**config.mk**
```make
export PLATFORM = sky130hd
export DESIGN_NAME = blk_mem_path_flat
export DESIGN_NICKNAME = d
export VERILOG_FILES = /design/src/blk_pkg.sv /design/src/blk_if.sv /design/src/blk_mem_path.sv /design/src/flat_wrapper.sv
export SDC_FILE = /design/constraint.sdc
export NUM_CORES = 1
export LEC_CHECK = 0
export BUFFER_PORTS_ARGS = -buffer_cell sky130_fd_sc_hd__buf_2
export CAP_MARGIN = 20
export CORE_MARGIN = 2
export CORE_UTILIZATION = 53
export DETAILED_ROUTE_END_ITERATION = 16
export GPL_TIMING_DRIVEN = 0
export PLACE_DENSITY = 0.92
export SETUP_SLACK_MARGIN = 0.02
export SLEW_MARGIN = 20
export SYNTH_ARGS = -nofsm -noshare
export SYNTH_HDL_FRONTEND = slang
export SYNTH_SLANG_ARGS = --single-unit
export TNS_END_PERCENT = 100
```
**constraint.sdc**
```tcl
create_clock -name clk -period 9.3 [get_ports clk]
set_input_delay 1.395 -clock clk [delete_from_list [all_inputs] [get_ports clk]]
set_output_delay 1.395 -clock clk [all_outputs]
set_load 0.05 [all_outputs]
```
**src/blk_pkg.sv**
```systemverilog
// constants and types shared by the block transfer issuer and memory path
// Contract
// - barrier or trap before state-register change after store
// - block load unordered against stores, no hazards
// - page side-effect attribute ignored for block accesses
// - store-to-load barrier orders load after stores
// - load-to-store barrier orders load before stores
// - trap drains all pending block loads
// - unfenced overlap may return old or new data
// - block store unordered, no hazard detection
// - trap drains all pending block stores
// - barrier between earlier load and overlapping store
// - trap or barrier before later overlapping load
// - trap or full barrier before later store/flush
// - full barrier orders two successive block stores
// - block operations always run relaxed ordering
// - no dependence checks between block operations
// - watchpoints match only first eight bytes
// - address low six bits nonzero raises misalignment
// - register number not multiple of eight illegal
// - no allocate on miss, update second level on hit
// - one load and fifteen stores outstanding
`default_nettype none
package blk_pkg;
    localparam int ADDR_W        = 44;
    localparam int DATA_W        = 64;
    localparam int FREG_W        = 6;
    localparam int BLOCK_LSB     = 6;              // 64-byte block
    localparam int FREG_ALIGN    = 3;              // groups of eight doubles
    localparam int WATCH_LSB     = 3;              // first eight bytes only
    localparam int MAX_LD_OUT    = 1;
    localparam int MAX_ST_OUT    = 15;
    localparam int OUT_CNT_W     = 4;
    localparam int BEATS         = 8;
    localparam logic [2:0] BEAT_LAST = 3'h7;

    typedef enum logic [2:0] {
        OP_NONE  = 3'b000,
        OP_LOAD  = 3'b001,
        OP_STORE = 3'b010,
        OP_SYNC  = 3'b011,   // full synchronising barrier
        OP_SL    = 3'b100,   // store-to-load barrier
        OP_LS    = 3'b101,   // load-to-store barrier
        OP_TRAP  = 3'b110
    } op_t;

    typedef enum logic [2:0] {
        EXC_NONE     = 3'b000,
        EXC_FP_DIS   = 3'b001,
        EXC_ILL      = 3'b010,
        EXC_MISALIGN = 3'b011,
        EXC_ACC_ERR  = 3'b100,
        EXC_MMU_MISS = 3'b101,
        EXC_PROT     = 3'b110,
        EXC_WATCH    = 3'b111
    } exc_t;

    typedef enum logic [1:0] {
        ST_IDLE  = 2'b00,
        ST_SEND  = 2'b01,
        ST_DRAIN = 2'b10
    } st_t;
endpackage : blk_pkg
`default_nettype wire

```
**src/blk_if.sv**
```systemverilog
// link between the instruction-stream issuer and the memory path
`default_nettype none
interface blk_if (
    input wire logic clk,
    input wire logic rstn
);
    import blk_pkg::*;
    op_t                 req_op;
    logic                req_valid;
    logic                req_ready;
    logic [ADDR_W-1:0]   req_addr;
    logic [FREG_W-1:0]   req_freg;
    logic                req_side_effect;
    logic [DATA_W-1:0]   wdata;
    logic                wvalid;
    logic                wready;
    logic [DATA_W-1:0]   rdata;
    logic                rvalid;
    logic                rready;
    logic                done;
    exc_t                exc;
    logic                idle;

    modport mem (
        input  req_op, req_valid, req_addr, req_freg, req_side_effect,
        input  wdata, wvalid, rready,
        output req_ready, wready, rdata, rvalid, done, exc, idle
    );
    modport issuer (
        output req_op, req_valid, req_addr, req_freg, req_side_effect,
        output wdata, wvalid, rready,
        input  req_ready, wready, rdata, rvalid, done, exc, idle
    );
endinterface : blk_if
`default_nettype wire

```
**src/blk_mem_path.sv**
```systemverilog
// memory-path end: checks, watchpoint, outstanding counts, read buffer
`default_nettype none
module blk_mem_path (
    input  wire logic                     clk,
    input  wire logic                     rstn,
    blk_if.mem                            bus,
    input  wire logic                     fp_enabled,
    input  wire logic                     watch_en,
    input  wire logic [blk_pkg::ADDR_W-1:0] watch_addr,
    input  wire logic                     tlb_miss,
    input  wire logic                     prot_fault,
    input  wire logic                     acc_error,
    input  wire logic                     l2_hit,
    output logic                          l2_update,
    output logic                          fill_alloc,
    output logic                          mem_ld_issue,
    output logic                          mem_st_issue,
    input  wire logic                     mem_st_ack,
    input  wire logic                     mem_rvalid,
    input  wire logic [blk_pkg::DATA_W-1:0] mem_rdata,
    output logic                          mem_rready
);
    import blk_pkg::*;

    logic [OUT_CNT_W-1:0] st_out_reg;
    logic                 ld_out_reg;
    logic [2:0]           beat_reg;
    logic [DATA_W-1:0]    buf_mem [2];
    logic                 wp_reg, rp_reg;
    logic [1:0]           cnt_reg;
    exc_t                 exc_next;
    logic                 take, st_accept, st_done, drain;
    logic                 fresh, ld_accept;

    // classify exceptions in precise priority order
    always_comb begin
        exc_next = EXC_NONE;
        if (!fp_enabled)                                    exc_next = EXC_FP_DIS;
        else if (bus.req_freg[FREG_ALIGN-1:0] != 3'h0)      exc_next = EXC_ILL;
        else if (bus.req_addr[BLOCK_LSB-1:0] != 6'h00)      exc_next = EXC_MISALIGN;
        else if (watch_en &&
                 bus.req_addr[ADDR_W-1:WATCH_LSB] == watch_addr[ADDR_W-1:WATCH_LSB])
            exc_next = EXC_WATCH;
        else if (tlb_miss)                                  exc_next = EXC_MMU_MISS;
        else if (prot_fault)                                exc_next = EXC_PROT;
        else if (acc_error)                                 exc_next = EXC_ACC_ERR;
    end

    // barriers and traps wait for drain; loads and stores never check addresses
    assign drain = (st_out_reg == '0) && !ld_out_reg;
    always_comb begin
        case (bus.req_op)
            OP_LOAD:  take = !ld_out_reg && (MAX_LD_OUT == 1);
            OP_STORE: take = (st_out_reg < OUT_CNT_W'(MAX_ST_OUT)) && beat_reg == 3'h0;
            OP_SYNC, OP_SL, OP_LS, OP_TRAP: take = drain;
            default:  take = 1'b1;
        endcase
    end
    // a request still high in its done cycle is the same request, never a second one
    assign fresh     = bus.req_valid && !bus.done;
    assign st_accept = fresh && take && bus.req_op == OP_STORE && exc_next == EXC_NONE;
    assign ld_accept = fresh && take && bus.req_op == OP_LOAD && exc_next == EXC_NONE;
    assign st_done   = mem_st_ack && st_out_reg != '0;

    // request answer: done pulse with exception code, side-effect ignored
    always_ff @(posedge clk or negedge rstn) begin
        if (!rstn) begin
            bus.done      <= 1'b0;
            bus.exc       <= EXC_NONE;
            bus.req_ready <= 1'b0;
            mem_ld_issue  <= 1'b0;
            mem_st_issue  <= 1'b0;
            l2_update     <= 1'b0;
            fill_alloc    <= 1'b0;
        end else begin
            bus.req_ready <= take;
            bus.done      <= fresh && take;
            bus.exc       <= (fresh && take &&
                              (bus.req_op == OP_LOAD || bus.req_op == OP_STORE)) ?
                             exc_next : EXC_NONE;
            mem_ld_issue  <= ld_accept;
            mem_st_issue  <= st_accept;
            l2_update     <= st_accept && l2_hit;
            fill_alloc    <= 1'b0;
        end
    end

    // outstanding counters
    always_ff @(posedge clk or negedge rstn) begin
        if (!rstn) begin
            st_out_reg <= '0;
            ld_out_reg <= 1'b0;
        end else begin
            st_out_reg <= st_out_reg + OUT_CNT_W'(st_accept) - OUT_CNT_W'(st_done);
            if (ld_accept)
                ld_out_reg <= 1'b1;
            else if (mem_rvalid && mem_rready && beat_reg == BEAT_LAST)
                ld_out_reg <= 1'b0;
        end
    end

    // store beats accepted in every cycle after reset, whether or not a store is taken
    always_ff @(posedge clk or negedge rstn) begin
        if (!rstn) bus.wready <= 1'b0;
        else       bus.wready <= 1'b1;
    end

    // two-entry read buffer: a stalled issuer loses no beat
    always_ff @(posedge clk or negedge rstn) begin
        if (!rstn) begin
            wp_reg <= 1'b0;
            rp_reg <= 1'b0;
            cnt_reg <= 2'h0;
            beat_reg <= 3'h0;
            mem_rready <= 1'b0;
            bus.rvalid <= 1'b0;
            bus.rdata <= '0;
        end else begin
            logic push, pop;
            push = mem_rvalid && mem_rready;
            pop  = bus.rvalid && bus.rready;
            if (push) begin
                buf_mem[wp_reg] <= mem_rdata;
                wp_reg <= ~wp_reg;
                beat_reg <= beat_reg + 3'h1;
            end
            if (pop) rp_reg <= ~rp_reg;
            cnt_reg <= cnt_reg + 2'(push) - 2'(pop);
            mem_rready <= (cnt_reg + 2'(push) - 2'(pop)) < 2'h1 ||
                          ((cnt_reg + 2'(push) - 2'(pop)) == 2'h1 && !push);
            bus.rvalid <= (cnt_reg + 2'(push) - 2'(pop)) != 2'h0;
            bus.rdata  <= (cnt_reg == 2'h0 || (pop && cnt_reg == 2'h1)) ? mem_rdata :
                          (pop ? buf_mem[~rp_reg] : buf_mem[rp_reg]);
        end
    end

    // idle flag read by the checks and the bench; the issuer does not use it
    always_ff @(posedge clk or negedge rstn) begin
        if (!rstn) bus.idle <= 1'b1;
        else       bus.idle <= drain && !st_accept && !ld_accept;
    end
endmodule : blk_mem_path
`default_nettype wire

```
**src/flat_wrapper.sv**
```systemverilog
// flat-port wrapper written by rule: the top's interface ports become plain ports
module blk_mem_path_flat import blk_pkg::*;
  (clk, rstn, fp_enabled, watch_en, watch_addr, tlb_miss, prot_fault, acc_error, l2_hit, l2_update, fill_alloc, mem_ld_issue, mem_st_issue, mem_st_ack, mem_rvalid, mem_rdata, mem_rready, bus_req_op, bus_req_valid, bus_req_addr, bus_req_freg, bus_req_side_effect, bus_wdata, bus_wvalid, bus_rready, bus_req_ready, bus_wready, bus_rdata, bus_rvalid, bus_done, bus_exc, bus_idle);
  blk_if bus_i (.clk(clk), .rstn(rstn));
  input  wire logic clk;
  input  wire logic rstn;
  input  wire logic fp_enabled;
  input  wire logic watch_en;
  input  wire logic [blk_pkg::ADDR_W-1:0] watch_addr;
  input  wire logic tlb_miss;
  input  wire logic prot_fault;
  input  wire logic acc_error;
  input  wire logic l2_hit;
  output logic l2_update;
  output logic fill_alloc;
  output logic mem_ld_issue;
  output logic mem_st_issue;
  input  wire logic mem_st_ack;
  input  wire logic mem_rvalid;
  input  wire logic [blk_pkg::DATA_W-1:0] mem_rdata;
  output logic mem_rready;
  input wire logic [$bits(bus_i.req_op)-1:0] bus_req_op;
  input wire logic [$bits(bus_i.req_valid)-1:0] bus_req_valid;
  input wire logic [$bits(bus_i.req_addr)-1:0] bus_req_addr;
  input wire logic [$bits(bus_i.req_freg)-1:0] bus_req_freg;
  input wire logic [$bits(bus_i.req_side_effect)-1:0] bus_req_side_effect;
  input wire logic [$bits(bus_i.wdata)-1:0] bus_wdata;
  input wire logic [$bits(bus_i.wvalid)-1:0] bus_wvalid;
  input wire logic [$bits(bus_i.rready)-1:0] bus_rready;
  output wire logic [$bits(bus_i.req_ready)-1:0] bus_req_ready;
  output wire logic [$bits(bus_i.wready)-1:0] bus_wready;
  output wire logic [$bits(bus_i.rdata)-1:0] bus_rdata;
  output wire logic [$bits(bus_i.rvalid)-1:0] bus_rvalid;
  output wire logic [$bits(bus_i.done)-1:0] bus_done;
  output wire logic [$bits(bus_i.exc)-1:0] bus_exc;
  output wire logic [$bits(bus_i.idle)-1:0] bus_idle;
  assign bus_i.req_op = bus_req_op;
  assign bus_i.req_valid = bus_req_valid;
  assign bus_i.req_addr = bus_req_addr;
  assign bus_i.req_freg = bus_req_freg;
  assign bus_i.req_side_effect = bus_req_side_effect;
  assign bus_i.wdata = bus_wdata;
  assign bus_i.wvalid = bus_wvalid;
  assign bus_i.rready = bus_rready;
  assign bus_req_ready = bus_i.req_ready;
  assign bus_wready = bus_i.wready;
  assign bus_rdata = bus_i.rdata;
  assign bus_rvalid = bus_i.rvalid;
  assign bus_done = bus_i.done;
  assign bus_exc = bus_i.exc;
  assign bus_idle = bus_i.idle;
  blk_mem_path u_core (.clk(clk), .rstn(rstn), .bus(bus_i), .fp_enabled(fp_enabled), .watch_en(watch_en), .watch_addr(watch_addr), .tlb_miss(tlb_miss), .prot_fault(prot_fault), .acc_error(acc_error), .l2_hit(l2_hit), .l2_update(l2_update), .fill_alloc(fill_alloc), .mem_ld_issue(mem_ld_issue), .mem_st_issue(mem_st_issue), .mem_st_ack(mem_st_ack), .mem_rvalid(mem_rvalid), .mem_rdata(mem_rdata), .mem_rready(mem_rready));
endmodule
```
### Yosys cells after proc, flatten, opt, wreduce, memory -nomap -nowiden

Memory sizes are Yosys's and may differ from the RTL's.
Cells that the tools add are included.

* output and inout port bits: 77
* register bits after elaboration: 88
* logic and storage cells: 90
* RAM bits: 128
* memories kept: 1

Memories
* u_core.buf_mem: depth 2, bits a word 64, read ports 2, clocked after memory_dff 0, write ports 1, RTL line blk_mem_path.sv:28 `logic [DATA_W-1:0] buf_mem [2];`

* equality and inequality tests: 10
* $add $sub $neg: 5
* bitwise operators: 2
* reduce and logical (&&, ||, !) cells: 38
* magnitude comparators: 2
* mux-type cells: 15

Operator list (number)
* 2-to-1 mux 64 bit: 2
* equality test 41 bit: 1
* 2-to-1 mux 3 bit: 8
* logical AND 1 bit: 20
* equality test 3 bit (second input constant): 4
* equality test 3 x 2 -> 1 bit (second input constant): 2
* logical NOT 3 bit: 2
* nonzero test 6 bit: 1
* logical NOT 1 bit: 5
* adder 4 x 1 -> 4 bit: 1
* equality test 2 x 1 -> 1 bit (second input constant): 2
* logical NOT 4 bit: 1
* less-than comparator 4 bit (second input constant): 1
* 2-to-1 mux 1 bit: 4
* nonzero test 2 bit: 2
* nonzero test 4 bit: 1
* OR reduction 4 bit: 1
* subtractor 4 x 1 -> 4 bit: 1
* adder 3 x 1 -> 3 bit (second input constant): 1
* equality test 3 x 1 -> 1 bit (second input constant): 1
* logical OR 1 bit: 3
* case mux 1 bit (3 select lines): 1
* nonzero test 3 bit: 1
* adder 2 x 1 -> 2 bit: 1
* other kinds (4): 5

### Longest topological paths before layout

* word-level depth: 12
* mapped depth: 11
* depth with buffers taken out: 11

### Worst setup path after synthesis

Ideal clock, no wire load.

* path type: input -> register
* start: input port mem_rvalid
* end: memory u_core.buf_mem[0][0] (enable)
* data arrival time: 4.402 ns
* buffers on the path: 0
* setup slack: 4.411 ns
* setup time: 0.487 ns
* required time: 8.813 ns
* stages on the path: 4
* path through: nand2_1 -> clkinv_1 -> nand2_1 -> nor2_1

* cells in the longest elaborated chain, start to end: 4

Ends and longest elaborated chain
* from (decl): RTL line flat_wrapper.sv:19 `input wire logic mem_rvalid;`
* logical AND 1 bit: RTL line blk_mem_path.sv:120 `push = mem_rvalid && mem_rready;`
* 2-to-1 mux 1 bit: RTL line blk_mem_path.sv:122 `if (push) begin`
* logical AND 1 bit (implied by the code): RTL line blk_mem_path.sv:123 `buf_mem[wp_reg] <= mem_rdata;`
* 2-to-1 mux 1 bit (implied by the code): RTL line blk_mem_path.sv:123
* to (decl): RTL line blk_mem_path.sv:28

No other way between the ends.

### Final worst setup path

* start: input port bus_req_op[0]
* end: register u_core.st_out_reg[2]

* cells in the longest elaborated chain, start to end: 8
* elaborated cells on any way between the ends: 13

Ends and longest elaborated chain
* from (decl): RTL line flat_wrapper.sv:22 `input wire logic [$bits(bus_i.req_op)-1:0] bus_req_op;`
* equality test 3 x 2 -> 1 bit or equality test 3 bit (tied branches): RTL line blk_mem_path.sv:52 `case (bus.req_op)`
* OR reduction 4 bit: RTL line blk_mem_path.sv:52
* case mux 1 bit (3 select lines): RTL line blk_mem_path.sv:52
* logical AND 1 bit: RTL line blk_mem_path.sv:61 `assign st_accept = fresh && take && bus.req_op == OP_STORE && exc_next == EXC_NONE;`
* logical AND 1 bit (*) (2 in a row): RTL line blk_mem_path.sv:61
* net u_core.st_accept: RTL line blk_mem_path.sv:32 `logic take, st_accept, st_done, drain;`
* adder 4 x 1 -> 4 bit (*): RTL line blk_mem_path.sv:94 `st_out_reg <= st_out_reg + OUT_CNT_W'(st_accept) - OUT_CNT_W'(st_done);`
* subtractor 4 x 1 -> 4 bit (*): RTL line blk_mem_path.sv:94
* to (signal assigned): RTL line blk_mem_path.sv:94
* to (decl): RTL line blk_mem_path.sv:25 `logic [OUT_CNT_W-1:0] st_out_reg;`

The timed path passes the listed nets; every way through them passes the cells marked *.
A chain may end at the register's enable or synchronous reset.

==> reports/qor.txt <==
crit path buf inv count: 2
largest fanout on the critical path: 8
HPWL Detailed: 14,500 microns
effective utilization at floorplan: 53.9%
ys flop type: edfxtp_1
setup bufs post-CTS: 0
Ys Warns: 0
FF+latch area: 6050 sq um
GRT overflow: 0
final hold violations: 0
routability cong.: 0.907
Synth Net Count: 849
clk_lat worst skew: 500 ps
status: finished, final reports clean
max reg flops: 128
HP Class: reg2reg
number of flops mapped to enable cells by yosys: 128
clk sinks: 216
TritonCTS Buffers: 21
Yosys top cell by area: edfxtp_1
design area: 10,800 sq um
synthesized cell area: 8530 sq um
GRT Total Usage: 24.3%
Setup CP Type: in2reg
antenna violations before repair: 7
num ports: 316
VDD IR max: 0.000319 V
chip width: 131 microns
Yosys reg bits: 216
DP Area: 10,100 sq um
setup violators final: 0
Worst EP arrival: 3740 ps
top cells by area, synth: edfxtp_1 45%, dfrtp_1 26%, mux2i_1 7.5%
multi-input logic area: 2310 sq um
Worst path max stage delay: 420 ps
unique cell type count in the Yosys netlist: 55
CP Launch Type: input pin
min Tclk post-route: 3370 ps
P_leak: 0.00472 uW
total power after layout: 3660 uW
Syn Inst Count: 598
CP Cell Sequence: buf_2 > nor3b_2 > a21oi_1 > a2111oi_2 > nand3b_1 > nor3_1 > ha_1 > inv_1 > fa_1 > xnor2_1
Iter 0 DRT Violations: 293
RSZ-0062 raised after global routing: false
DRC: 0
vias: 5,806
first-pass GRT wire length: 31,000 microns
CTS tree: built
Pwr per Cell Area: 339 nW/um^2
Initial DRT Pass Iterations: 5
period utilization: 36.2%
largest net degree at the start of global routing: 67
Seq/Total Area, Yosys: 70.9%
DIE AREA: 17,100 sq um
Die Y: 131 microns
hold_buf cts: 0
synthesis-to-finish area growth: 26.5%
critical path endpoint category: flop
vias in the first global route: 5,934
Slew Viols, Final: 0
Port Buffer Count: 242
Worst path top cell family by delay: simple AND/OR/NAND/NOR gates
Setup Skew: 20.9 ps
share of the synthesized area in the top cell type: 45.0%
Reg clk slew, reported paths: 60 ps
fillers: 1,052
Placeable Area: 15,800 sq um
via/cell ratio: 5.26
CP max stage cell: a2111oi_2
setup TNS: 0 ps
Rows: 46
# resized after CTS: 0
most common cell after layout, fill and taps aside: buf_2
routed len/inst: 19.2 microns
DRT Wirelength: 21,100 microns
commonest non-fill, non-tap cells in the layout: 247 x buf_2, 128 x edfxtp_1, 87 x dfrtp_1
Async S/R FF share, synth: 40.7%
syn avg cell area: 14.3 sq um
relative slew slack: 48.7%
layout cells sized above 1: 33.3%
Worst EP required: 9680 ps
final antenna-violating net count: 0
Clock Path Buffers: 3
Root Driver: clkbuf_16
Final nets: 1,118
H-tree depth: 1
max-capacitance violation count: 0
worst-margin pin slew: 769 ps
achievable frequency: 0.297 GHz
layer usage:
layer,vias to the layer above,GRT usage [%],part of all wire (%)
met5,-,0,0.11
met4,4,8.89,2.6
met3,49,7.90,9.2
met2,278,42.7,52
met1,2784,27.8,36
li1,2691,-,-
cells in the mapped netlist (3+ instances only):
library cell and instances:
inv_1 22, o21ai_0 65, ha_1 11, nand2_1 79, xor2_1 32, nor2_1 9, mux2i_1 64, clkbuf_1 14
dfrtp_1 87, xnor2_1 5, nor3_1 3, buf_2 6, a21oi_1 6, nand2b_1 10, o2111ai_1 3, edfxtp_1 128
nor4_1 7
worst min-delay path, stage by stage, from the launching register on:
cell	delay [ps]
edfxtp_1	320
mux2i_1	50
o21ai_0	130
kinds of logic after synthesis:
logic type | synth area share [%]
buf+inv | 2.16
flops | 70.9
other cells | 0.0880
xor+xnor | 3.80
mux | 7.51
fa+ha+maj | 1.85
compound gates | 6.22
simple gates | 7.52
per-stage QoR:
stage | cells | util (%) | setup slack (ps) | hold WS (ps)
3_3_place_gp | 1056 | 63.3 | 1280 | 476
5_1_grt | 1103 | 68.2 | 5740 | 541
3_5_place_dp | 1060 | 64.0 | 5440 | 524
4_1_cts | 1098 | 68.1 | 5940 | 516
6_report | 1103 | 68.2 | 5930 | 526
2_1_floorplan | 598 | - | 4410 | 461
final cells by class:
class                           count  share of cell area, %
Antenna cell                        5                  0.116
Buffer                             22                  0.869
Clock buffer                       27                   5.08
Clock inverter                     11                  0.997
Inverter                           24                  0.834
Multi-Input combinational cell    336                   21.4
Sequential cell                   216                   56.0
Tap cell                          216                   2.50
Timing Repair Buffer              246                   12.2
power breakdown:
| part | internal [uW] | switching, uW |
|---|---|---|
| logic | 408 | 1090 |
| clock network | 473 | 346 |
| registers | 1260 | 79.8 |
| total | 2140 | 1520 |
worst paths after layout:
check                      cells past startpoint  slack [ps]                   from                   end
max                                           10        5930          bus_req_op[0]  u_core.st_out_reg[2]
max in group asynchronous                      2        7870                   rstn       u_core.bus.idle
min in group asynchronous                      1         760                   rstn  u_core.bus.rdata[58]
min reg2reg                                    2         530  u_core.buf_mem[1][14]  u_core.bus.rdata[14]
max reg2reg                                   11        6340   u_core.st_out_reg[2]  u_core.st_out_reg[2]
min                                            2         530  u_core.buf_mem[1][14]  u_core.bus.rdata[14]
Note: power is estimated with default switching activity, not from simulation.
